<file path="src/common/cgodr_pkg.sv">
// constants for the clock generator output and divider register bytes
package cgodr_pkg;
	// ----------------------------------------
	// register indexes
	// ----------------------------------------
	localparam logic [7:0] CGODR_IDX_OUTPUT_CONTROL  = 8'h03;
	localparam logic [7:0] CGODR_IDX_CPU_DIV_HIGH    = 8'h04;
	localparam logic [7:0] CGODR_IDX_CPU_DIV_LOW     = 8'h05;
	localparam logic [7:0] CGODR_IDX_SPARE_SIX       = 8'h06;
	localparam logic [7:0] CGODR_IDX_SPARE_SEVEN     = 8'h07;
	localparam logic [7:0] CGODR_IDX_SPARE_EIGHT     = 8'h08;
	localparam logic [7:0] CGODR_IDX_PANEL_DIV_LOW   = 8'h09;
	localparam logic [7:0] CGODR_IDX_STATUS          = 8'h0a;

	// ----------------------------------------
	// field positions
	// ----------------------------------------
	localparam int CGODR_BASE_EN_BIT       = 5;
	localparam int CGODR_EDGE_HI_BIT       = 4;
	localparam int CGODR_EDGE_LO_BIT       = 3;
	localparam int CGODR_DIV_BIT8_POS      = 0;
	localparam int CGODR_PANEL_BIT8_POS    = 7;
	localparam int CGODR_STRAP_B_POS       = 7;
	localparam int CGODR_STRAP_C_POS       = 6;
	localparam int CGODR_REQ0_POS          = 5;
	localparam int CGODR_REQ1_POS          = 4;
	localparam int CGODR_REQ2_POS          = 3;

	// ----------------------------------------
	// encodings and reset values
	// ----------------------------------------
	localparam logic [1:0] CGODR_EDGE_MEDIUM   = 2'h1;
	localparam logic [1:0] CGODR_EDGE_FAST     = 2'h2;
	localparam logic [1:0] CGODR_EDGE_RESERVED = 2'h3;
	localparam logic       CGODR_BASE_EN_RST   = 1'b1;
	localparam logic [1:0] CGODR_EDGE_RST      = CGODR_EDGE_FAST;
	localparam logic [2:0] CGODR_PERMIT_RST    = 3'h0;
	localparam logic       CGODR_DIV_BIT8_RST  = 1'b0;
	// strap pair {c,b} that selects the 166 setting
	localparam logic [1:0] CGODR_STRAP_166     = 2'h0;
	localparam logic [7:0] CGODR_DIV_LOW_166   = 8'h7d;
	localparam logic [7:0] CGODR_DIV_LOW_OTHER = 8'h00;
	localparam logic [7:0] CGODR_SPARE_SIX_VAL = 8'hcf;

	typedef enum logic [1:0]
	{
		CGODR_SETTLE_A = 2'b00,
		CGODR_SETTLE_B = 2'b01,
		CGODR_LATCH    = 2'b10,
		CGODR_RUN      = 2'b11
	} cgodr_start_e;

	function automatic logic [7:0] cgodr_div_low_default(input logic [1:0] strap_cb);
		return (strap_cb == CGODR_STRAP_166) ? CGODR_DIV_LOW_166 : CGODR_DIV_LOW_OTHER;
	endfunction : cgodr_div_low_default
endpackage : cgodr_pkg

</file>
<file path="src/verilog/cgodr_sync.sv">
// two flip-flop synchroniser for pin inputs
module cgodr_sync
	#(
	parameter int         WIDTH     = 1,
	parameter logic [7:0] RESET_VAL = 8'h00
	)
	(
	input  wire logic             i_clock,
	input  wire logic             i_rst_b,
	input  wire logic [WIDTH-1:0] i_async,
	output logic      [WIDTH-1:0] o_sync
	);
	logic [WIDTH-1:0] meta_q;
	logic [WIDTH-1:0] meta_d;
	logic [WIDTH-1:0] sync_q;
	logic [WIDTH-1:0] sync_d;

	always_comb
	begin
		meta_d = i_rst_b ? i_async : RESET_VAL[WIDTH-1:0];
		sync_d = i_rst_b ? meta_q : RESET_VAL[WIDTH-1:0];
	end

	always_ff @(posedge i_clock)
	begin
		meta_q <= meta_d;
		sync_q <= sync_d;
	end

	assign o_sync = sync_q;
endmodule : cgodr_sync

</file>
<file path="src/verilog/cgodr_regs.sv">
// output control, divider and status register bytes of the clock generator
module cgodr_regs
	import cgodr_pkg::*;
	(
	input  wire logic       i_clock,
	input  wire logic       i_rst_b,
	input  wire logic [7:0] i_reg_index,
	input  wire logic       i_reg_write,
	input  wire logic [7:0] i_reg_wdata,
	output logic      [7:0] o_reg_rdata,
	input  wire logic       i_processor_clock_halt_n,
	input  wire logic       i_clock_request0_n,
	input  wire logic       i_clock_request1_n,
	input  wire logic       i_clock_request2_n,
	input  wire logic       i_freq_strap_b,
	input  wire logic       i_freq_strap_c,
	input  wire logic [8:0] i_panel_feedback_div,
	output logic            o_base_clock_enable,
	output logic      [1:0] o_base_edge_rate,
	output logic      [2:0] o_proc_output_enable,
	output logic      [8:0] o_proc_feedback_div,
	output logic            o_straps_latched
	);

	// ----------------------------------------
	// pin synchronisers
	// ----------------------------------------
	logic       halt_n_s;
	logic [2:0] request_s;
	logic [1:0] strap_s;

	cgodr_sync #(.WIDTH(1), .RESET_VAL(8'h01)) u_sync_halt
	(
		.i_clock (i_clock),
		.i_rst_b (i_rst_b),
		.i_async (i_processor_clock_halt_n),
		.o_sync  (halt_n_s)
	);

	cgodr_sync #(.WIDTH(3), .RESET_VAL(8'h07)) u_sync_request
	(
		.i_clock (i_clock),
		.i_rst_b (i_rst_b),
		.i_async ({i_clock_request2_n, i_clock_request1_n, i_clock_request0_n}),
		.o_sync  (request_s)
	);

	cgodr_sync #(.WIDTH(2), .RESET_VAL(8'h00)) u_sync_strap
	(
		.i_clock (i_clock),
		.i_rst_b (i_rst_b),
		.i_async ({i_freq_strap_c, i_freq_strap_b}),
		.o_sync  (strap_s)
	);

	// ----------------------------------------
	// state
	// ----------------------------------------
	cgodr_start_e start_q;
	cgodr_start_e start_d;
	logic         base_en_q;
	logic         base_en_d;
	logic [1:0]   edge_q;
	logic [1:0]   edge_d;
	logic [2:0]   permit_q;
	logic [2:0]   permit_d;
	logic         div_bit8_q;
	logic         div_bit8_d;
	logic [7:0]   div_low_q;
	logic [7:0]   div_low_d;
	logic [1:0]   strap_q;
	logic [1:0]   strap_d;
	logic [7:0]   rdata_q;
	logic [7:0]   rdata_d;
	logic [2:0]   out_en_q;
	logic [2:0]   out_en_d;
	logic         wr_ctrl;
	logic         wr_high;
	logic         wr_low;

	assign wr_ctrl = i_reg_write && (i_reg_index == CGODR_IDX_OUTPUT_CONTROL);
	assign wr_high = i_reg_write && (i_reg_index == CGODR_IDX_CPU_DIV_HIGH);
	assign wr_low  = i_reg_write && (i_reg_index == CGODR_IDX_CPU_DIV_LOW);

	// ----------------------------------------
	// strap capture after reset release
	// ----------------------------------------
	always_comb
	begin
		start_d = start_q;
		strap_d = strap_q;
		unique case (start_q)
			CGODR_SETTLE_A: start_d = CGODR_SETTLE_B;
			CGODR_SETTLE_B: start_d = CGODR_LATCH;
			CGODR_LATCH:
			begin
				strap_d = strap_s;
				start_d = CGODR_RUN;
			end
			CGODR_RUN: start_d = CGODR_RUN;
		endcase
		if (!i_rst_b)
		begin
			start_d = CGODR_SETTLE_A;
			strap_d = 2'h0;
		end
	end

	always_ff @(posedge i_clock)
	begin
		start_q <= start_d;
		strap_q <= strap_d;
	end

	// ----------------------------------------
	// writable fields
	// ----------------------------------------
	always_comb
	begin
		base_en_d  = base_en_q;
		edge_d     = edge_q;
		permit_d   = permit_q;
		div_bit8_d = div_bit8_q;
		div_low_d  = div_low_q;
		if (start_q == CGODR_LATCH)
		begin
			div_low_d = cgodr_div_low_default(strap_s);
		end
		if (wr_ctrl)
		begin
			base_en_d = i_reg_wdata[CGODR_BASE_EN_BIT];
			edge_d    = i_reg_wdata[CGODR_EDGE_HI_BIT:CGODR_EDGE_LO_BIT];
			permit_d  = {i_reg_wdata[0], i_reg_wdata[1], i_reg_wdata[2]};
		end
		if (wr_high)
		begin
			div_bit8_d = i_reg_wdata[CGODR_DIV_BIT8_POS];
		end
		if (wr_low)
		begin
			div_low_d = i_reg_wdata;
		end
		if (!i_rst_b)
		begin
			base_en_d  = CGODR_BASE_EN_RST;
			edge_d     = CGODR_EDGE_RST;
			permit_d   = CGODR_PERMIT_RST;
			div_bit8_d = CGODR_DIV_BIT8_RST;
			div_low_d  = CGODR_DIV_LOW_OTHER;
		end
	end

	always_ff @(posedge i_clock)
	begin
		base_en_q  <= base_en_d;
		edge_q     <= edge_d;
		permit_q   <= permit_d;
		div_bit8_q <= div_bit8_d;
		div_low_q  <= div_low_d;
	end

	// ----------------------------------------
	// processor pair gating
	// ----------------------------------------
	// a pair stops only when its permit is set and the halt pin is low
	always_comb
	begin
		out_en_d = ~(permit_q & {3{~halt_n_s}});
		if (!i_rst_b)
		begin
			out_en_d = 3'h7;
		end
	end

	always_ff @(posedge i_clock)
	begin
		out_en_q <= out_en_d;
	end

	// ----------------------------------------
	// read data
	// ----------------------------------------
	always_comb
	begin
		rdata_d  = 8'h00;
		unique case (i_reg_index)
			CGODR_IDX_OUTPUT_CONTROL:
			begin
				rdata_d[CGODR_BASE_EN_BIT]                   = base_en_q;
				rdata_d[CGODR_EDGE_HI_BIT:CGODR_EDGE_LO_BIT] = edge_q;
				rdata_d[2:0] = {permit_q[0], permit_q[1], permit_q[2]};
			end
			CGODR_IDX_CPU_DIV_HIGH: rdata_d[CGODR_DIV_BIT8_POS] = div_bit8_q;
			CGODR_IDX_CPU_DIV_LOW:  rdata_d = div_low_q;
			CGODR_IDX_SPARE_SIX:    rdata_d = CGODR_SPARE_SIX_VAL;
			CGODR_IDX_SPARE_EIGHT:  rdata_d[CGODR_PANEL_BIT8_POS] = i_panel_feedback_div[8];
			CGODR_IDX_PANEL_DIV_LOW: rdata_d = i_panel_feedback_div[7:0];
			CGODR_IDX_STATUS:
			begin
				rdata_d[CGODR_STRAP_B_POS] = strap_q[0];
				rdata_d[CGODR_STRAP_C_POS] = strap_q[1];
				rdata_d[CGODR_REQ0_POS]    = request_s[0];
				rdata_d[CGODR_REQ1_POS]    = request_s[1];
				rdata_d[CGODR_REQ2_POS]    = request_s[2];
			end
			default: rdata_d = 8'h00;
		endcase
		if (!i_rst_b)
		begin
			rdata_d  = 8'h00;
		end
	end

	always_ff @(posedge i_clock)
	begin
		rdata_q <= rdata_d;
	end

	assign o_reg_rdata          = rdata_q;
	assign o_base_clock_enable  = base_en_q;
	assign o_base_edge_rate     = edge_q;
	assign o_proc_output_enable = out_en_q;
	assign o_proc_feedback_div  = {div_bit8_q, div_low_q};
	assign o_straps_latched     = (start_q == CGODR_RUN);
endmodule : cgodr_regs

</file>
<file path="config.mk">
export PLATFORM = sky130hd
export DESIGN_NAME = cgodr_regs
export DESIGN_NICKNAME = d
export VERILOG_FILES = /design/src/common/cgodr_pkg.sv /design/src/verilog/cgodr_sync.sv /design/src/verilog/cgodr_regs.sv
export SDC_FILE = /design/constraint.sdc
export NUM_CORES = 1
export LEC_CHECK = 0
export BUFFER_PORTS_ARGS = -buffer_cell sky130_fd_sc_hd__buf_2
export CAP_MARGIN = 20
export CORE_ASPECT_RATIO = 1.1
export CORE_MARGIN = 2
export CORE_UTILIZATION = 40
export DETAILED_ROUTE_END_ITERATION = 6
export SLEW_MARGIN = 20
export SYNTH_ARGS = -nofsm -noshare
export SYNTH_HDL_FRONTEND = slang
export SYNTH_HIERARCHICAL = 1
export SYNTH_SLANG_ARGS = --single-unit
</file>
<file path="constraint.sdc">
create_clock -name i_clock -period 3.95 [get_ports i_clock]
set_input_delay 0.79 -clock i_clock [delete_from_list [all_inputs] [get_ports i_clock]]
set_output_delay 0.79 -clock i_clock [all_outputs]
set_load 0.02 [all_outputs]
</file>
* Word-level counts from Yosys, hierarchy flattened
Index checks and enable logic that the tools add are counted.
Word-level totals: flip-flop bits (word level) 42, input bits 34, output and inout port bits 24, logic and storage cells 44
Operators by class: equal/unequal tests 10, multiplexer cells 9, bitwise gates (word level) 3, reductions and logical operators 7
Operator list (number):
- $eq A8 B3 Y1 const B | 3
- $eq A8 B4 Y1 const B | 3
- $mux W8 | 2
- $pmux W3 S5 | 1
- $pmux W1 S5 | 2
- $eq A8 B2 Y1 const B | 1
- $pmux W2 S4 | 1
- $mux W7 | 1
- $pmux W2 S3 | 1
- $eq A2 B2 Y1 const B | 2
- $logic_not A2 Y1 | 2
- $pmux W1 S4 | 1
- $and A3 B3 Y3 | 1
- $logic_and A1 B1 Y1 | 3
- $not A3 Y3 | 1
- $eq A2 B1 Y1 const B | 1
- $reduce_bool A2 Y1 | 1
- $reduce_or A2 Y1 | 1
- $not A1 Y1 | 1

* Depth between registers and ports, before layout
Gate-level depths: netlist of the first run.
depth in word-level cells 4, mapped depth 5

* Hierarchy
The synthesis of the first run kept the hierarchy.
Modules (own cells, without submodules):
- cgodr_regs | times used 1, cells each 185, area an instance 1596.5 um^2, seq. area each 600.6 um^2
- cgodr_sync (u_sync_request) | times used 1, cells each 12, area an instance 157.7 um^2, seq. area each 120.1 um^2
- cgodr_sync (u_sync_strap) | times used 1, cells each 8, area an instance 105.1 um^2, seq. area each 80.1 um^2
- cgodr_sync (u_sync_halt) | times used 1, cells each 4, area an instance 52.6 um^2, seq. area each 40.0 um^2

* Worst setup path after synthesis of the first run
OpenSTA, ideal clock, no wires.
path type input to register, start input i_reg_index[5], end register edge_q[0], in the netlist o_base_edge_rate[0], library setup time 132 ps, arrival 1855 ps, required time 3818 ps, setup slack 1962 ps, stages 5, buffers on the path 2, path through or4_1 buf_2 buf_6 o31ai_1 a21oi_1
On the way: longest elaborated chain between the ends 2
RTL lines:
- start: declaration | line cgodr_regs.sv:7 | input wire logic [7:0] i_reg_index,
- $eq A8 B2 Y1 | line cgodr_regs.sv:81 | assign wr_ctrl = i_reg_write && (i_reg_index == CGODR_IDX_OUTPUT_CONTROL);
- $logic_and A1 B1 Y1 | line cgodr_regs.sv:81
- end signal: assignment | line cgodr_regs.sv:156 | edge_q <= edge_d;
- end: declaration | line cgodr_regs.sv:63 | logic [1:0] edge_q;
Every way passes these cells. A chain may end at the register's enable or synchronous reset.

* Worst setup path after layout of the first run
start input i_reg_index[5], end register div_low_q[7]
On the way: longest elaborated chain between the ends 3, elaborated cells on any way between the ends 4, classes of those cells eq/ne (1); mux (1); reduce/logical (2)
RTL lines:
- $eq A8 B3 Y1 * | line cgodr_regs.sv:83 | assign wr_low = i_reg_write && (i_reg_index == CGODR_IDX_CPU_DIV_LOW);
- $logic_and A1 B1 Y1 * | line cgodr_regs.sv:83
- $mux W8 or $reduce_bool A2 Y1 (tied branches)
- end signal: assignment | line cgodr_regs.sv:159 | div_low_q <= div_low_d;
- end: declaration | line cgodr_regs.sv:69 | logic [7:0] div_low_q;
Mark *: on every way between the ends. The rest lies on a longest branch, timed or not.

==> metrics.txt, run 1 <==
Synth area leaders dfxtp_1 44%, and3b_1 9.2%, a21oi_1 4.2%; skew final about 0.0038 ns; Via density 5.42; max-slew violations 0; synthesized area per cell 9.15 µm²; Post-synth top cells 42 x dfxtp_1, 20 x and3b_1, 16 x a21oi_1; Max IR drop VDD about 0.00021 V; via count between 1.5k and 2k; Gate Count Post-Synth between 200 and 250; Max Clock Freq 509 MHz; RSZ-0062 raised after global routing no; startpoint class of the critical path primary input; critical path fanouts, max 14; PD cells approximately 360 nW/µm²; Setup-failing EPs final 0; Routed Antenna Nets 0; post-synth top area cell dfxtp_1; placed inst area approximately 2200 µm²; total CTS buffers 5; fill count 476; first-pass GRT wire length 8200 µm; Post-CTS Setup Inserts 0; fin crit share 49.8%; Post-DP HPWL 3460 µm; GPL Wtd Cong between 0.8 and 0.9; Clock Sinks 42; setup_tns 0 ns; grt ovf 0; crit-path max cell delay between 0.7 and 0.8 ns; Yosys warnings 6; Starting Density roughly two fifths; Post-synth EDFFs 0; htree depth 2; FP Rows 26; met3 Use GR 3.97%; GRT busiest layer met2; CTS tree yes; layout cells sized above 1 27.5%; max cap viols 0; Main synth FF type dfxtp_1; Synth top area share between 40% and 50%; initial drt markers about 140; initial antenna violation count 0; die height ~77 µm; Mapped Nets between 200 and 250; met1 GRT Util about a quarter; Worst-path clk slew ~0.08 ns; Post-CTS Hold Buffers 0; clk_lat worst skew between 0.2 and 0.3 ns; Root Driver clkbuf_8; Period minus WS final roughly 2.0 ns; Net count, final between 200 and 300; I/O Buffers between 50 and 60; buffer depth of the longest clock path 2; Hold WC Path Type reg2reg; relative slew slack 50.6%; WP data required ~4.1 ns; vias in the first global route between 1.5k and 2k; #FFs+latches synth 42; Final Hold Fails 0; 1st-pass router iterations 5; kind of critical path in2reg; Netlist cell types 39; CP cell instances buf_2 -> or4_1 -> o311ai_1 -> a21oi_1; Placeable Area approximately 4600 µm²; critical path's slowest cell or4_1; crit path DAT 2.13 ns; Global Route Usage Sum 19.1%; outcome complete, no violations; Crit. End Element flop; Synth Cell Area 1910 µm²; post-route design area around 2300 µm²; Total Wirelength ~5000 µm; sequential share of the synthesized area 44.0%; Die ar. about 5300 µm²; ys async rst share 0%; actual slew at the worst max-slew pin 0.740 ns; most common cell in the synthesized netlist dfxtp_1; largest net degree at the start of global routing 30; static leakage 0.979 nW; Die X 69.9 µm; I/O pins 58; wire per inst 15.9 µm; met2 Use GR approximately 30%; Layout area overhead 20.1%; post_cts resized 0; ant diodes 0; drt drc 0
-- where the power goes --
group	internal, mW	switching, mW
Combinational	0.0394	0.0587
Clock	0.140	0.148
Sequential	0.436	0.00904
Total	0.616	0.215
-- layout make-up --
class | count | area, µm² | area share (%)
clock buffer | 6 | 82.6 | 3.60
clock inverter | 2 | 12.5 | 0.545
inverter | 7 | 26.3 | 1.14
multi-input combinational | 143 | 971 | 42.3
sequential | 42 | 841 | 36.6
tap | 56 | 70.1 | 3.05
timing repair buffer | 58 | 293 | 12.8
-- cells by family (layout without fill, tap and decap cells) --
group / after synthesis / count (layout) / synth area share [%]
simple gates: 80 / 80 / 28.8
compound gates: 58 / 58 / 19.1
flops: 42 / 42 / 44.0
xor+xnor: 2 / 2 / 0.916
buf+inv: 24 / 73 / 5.56
mux: 3 / 3 / 1.64
-- critical path, delay by kind of cell --
| family | cells | cell delay [ns] |
|---|---|---|
| buffers and inverters | 1 | 0.10 |
| and+or+nand+nor | 1 | 0.78 |
| AOI/OAI and AO/OA | 2 | 0.46 |
-- cells in the final DEF, fill, tap and decap left out, types with 3 or more instances in the layout --
cell	instances
clkbuf_8	6
nor4_1	9
o31ai_1	4
nand3_1	3
and3b_1	20
a31oi_1	4
nand2_1	6
nand2b_1	9
nor2_1	5
inv_1	6
nand4_1	7
a221oi_1	3
dfxtp_1	42
o21ai_0	13
a21oi_1	16
nor2b_1	7
buf_2	57
and2_1	5
a211oi_1	8
-- metal layers --
metal	up-vias	share of wire [%]
met5	-	0
met2	58	46
met4	0	1.1
met3	4	5.9
met1	765	47
li1	874	-
-- path summary, 6_finish.rpt --
path	startpoint	to	slack [ns]	cells past startpoint
max	i_reg_index[5]	div_low_q[7]	1.98	4
min	u_sync_halt/meta_q	u_sync_halt/o_sync	0.41	1
max reg2reg	start_q[1]	div_low_q[5]	2.48	3
min reg2reg	u_sync_halt/meta_q	u_sync_halt/o_sync	0.41	1
-- sequential cells by signal (all words and copies together) (netlist names), 2 cells and up --
name,flops
div_low_q,8
o_reg_rdata,8
o_proc_output_enable,3
permit_q,3
u_sync_request/meta_q,3
u_sync_request/o_sync,3
o_base_edge_rate,2
start_q,2
strap_q,2
u_sync_strap/meta_q,2
u_sync_strap/o_sync,2
-- stage by stage --
| step | hold slack (ns) | power, mW | cells | utilization [%] | setup slack, ns |
|---|---|---|---|---|---|
| floorplan | 0.367 | 0.513 | 209 | - | 1.96 |
| finish | 0.413 | 0.831 | 314 | 49.7 | 1.98 |
| global route | 0.429 | 0.871 | 314 | 49.7 | 1.89 |
| global placement | 0.392 | 0.551 | 306 | 47.5 | 1.71 |
| CTS | 0.413 | 0.840 | 314 | 49.7 | 2.01 |
| detailed placement | 0.394 | 0.553 | 306 | 47.6 | 1.69 |
No activity file was read; power rests on OpenSTA's default activity.
==> inputs of run 2 (changes only) <==
==> constraint.sdc (replaced) <==
create_clock -name i_clock -period 2 [get_ports i_clock]
set_input_delay 0.4 -clock i_clock [delete_from_list [all_inputs] [get_ports i_clock]]
set_output_delay 0.4 -clock i_clock [all_outputs]
set_load 0.02 [all_outputs]
==> run 2 against run 1 <==
Compared with the run above: critical path depth did not move; sequential power rose by 97%; largest power group unchanged; clock skew rose by 0.0062 ns; routed wire length fell by 0.72%; die area did not move; largest cell class unchanged; via count rose by 4.4%; total power rose by 93%; worst setup slack got worse by 1.5 ns.
==> metrics.txt, run 2 (synthesis results as in run 1) <==
skew final between 0.01 and 0.015 ns; 1st-pass router iterations 4; Crit. End Element flop; RSZ-0062 raised after global routing no; die height 76.5 µm; WHS 0.285 ns; Post-CTS Setup Inserts 0; actual slew at the worst max-slew pin 0.485 ns; Starting Density 41.4%; I/O pins 58; Place WS about 0.14 ns; Critical Path End div_low_q[7]; wire per inst 15.6 µm; I/O Buffers between 50 and 60; Setup-failing EPs final 0; FP Rows 26; Max IR drop VDD 0.000355 V; layout cells sized above 1 between 20% and 30%; WHS Path Cells 2; Final Core Density roughly half; r2r worst-path depth 3; Total Wirelength ~4900 µm; setup_tns 0 ns; fill count 478; dpl cells between 300 and 400; PD cells approximately 700 nW/µm²; GPL Wtd Cong 0.811; Net count, final between 200 and 300; Die ar. roughly 5300 µm²; Period minus WS final ~1.6 ns; kind of critical path in2reg; Post-DP HPWL around 3400 µm; worst r2r src start_q[0]; Via density about 5.6; Post-CTS Hold Buffers 0; Placeable Area between 4000 and 5000 µm²; buffer depth of the longest clock path 2; Worst-path clk slew 0.08 ns; first-pass GRT wire length between 8000 and 9000 µm; vias in the first global route between 1.5k and 2k; crit path DAT roughly 1.7 ns; max-slew violations 0; Layout area overhead 20.5%; ant diodes 0; total CTS buffers 5; Global Route Usage Sum between 10% and 20%; Max Clock Freq approximately 640 MHz; via count ~1.8k; relative slew slack about two thirds; Layout Cells excl Fill around 320; Crit. Startpoint i_reg_index[5]; flop-to-flop setup slack roughly 0.73 ns; R2R Path End div_low_q[3]; commonest non-fill, non-tap cell in the layout buf_2; largest net degree at the start of global routing 30; Final WS setup about 0.43 ns; max cap viols 0; startpoint class of the critical path primary input; post_cts resized 0; Hold WC Path Type in2reg; Clock Sinks between 40 and 50; post-route design area between 2000 and 2500 µm²; clk_lat worst skew 0.29 ns; static leakage roughly 0.99 nW; Final Hold Fails 0; initial drt markers 130; htree depth 2; Routed Antenna Nets 0; Root Driver clkbuf_8; Multi-input gate area around 960 µm²; drt drc 0; outcome complete, no violations; placed inst area roughly 2200 µm²; grt ovf 0; fin crit share around four fifths; FF/Latch Area 841 µm²; most frequent cells in the layout 57 x buf_2, 42 x dfxtp_1, 20 x and3b_1; CTS tree yes; Die X about 70 µm; initial antenna violation count 0; Power Total about 1.6 mW; WP data required 2.18 ns; critical path fanouts, max 14
run 2: routing by layer:
metal / part of all wire [%] / global-route usage (%)
met5: 0 / 0
met3: 6.4 / 3.17
met4: 1.7 / 7.31
met1: 47 / 26.2
met2: 45 / 28.3
run 2: worst min path at each step:
stage | slack (ns) | to | from
floorplan | 0.37 | o_proc_output_enable[0] | permit_q[0]
global placement | 0.39 | u_sync_halt/o_sync | u_sync_halt/meta_q
detailed placement | 0.40 | u_sync_request/o_sync[2] | u_sync_request/meta_q[2]
CTS | 0.28 | u_sync_halt/meta_q | i_processor_clock_halt_n
global route | 0.28 | u_sync_request/meta_q[1] | i_clock_request1_n
finish | 0.29 | u_sync_halt/meta_q | i_processor_clock_halt_n
run 2: critical path, stage by stage:
cell and delay [ns]:
buf_2 0.10, or4_1 0.78, o311ai_1 0.36, a21oi_1 0.10
run 2: power breakdown:
part	leakage [nW]	internal, mW	switching [mW]
clock network	0.0373	0.240	0.286
logic	0.607	0.0821	0.117
registers	0.343	0.861	0.0165
run 2: area by class of cell:
class,count,share of cell area (%)
repair buffers,62,14.0
flip-flops and latches,42,36.5
clock inverters,1,0.326
well taps,56,3.04
multi-input cells,143,41.9
clock buffers,6,3.15
inverters,7,1.14
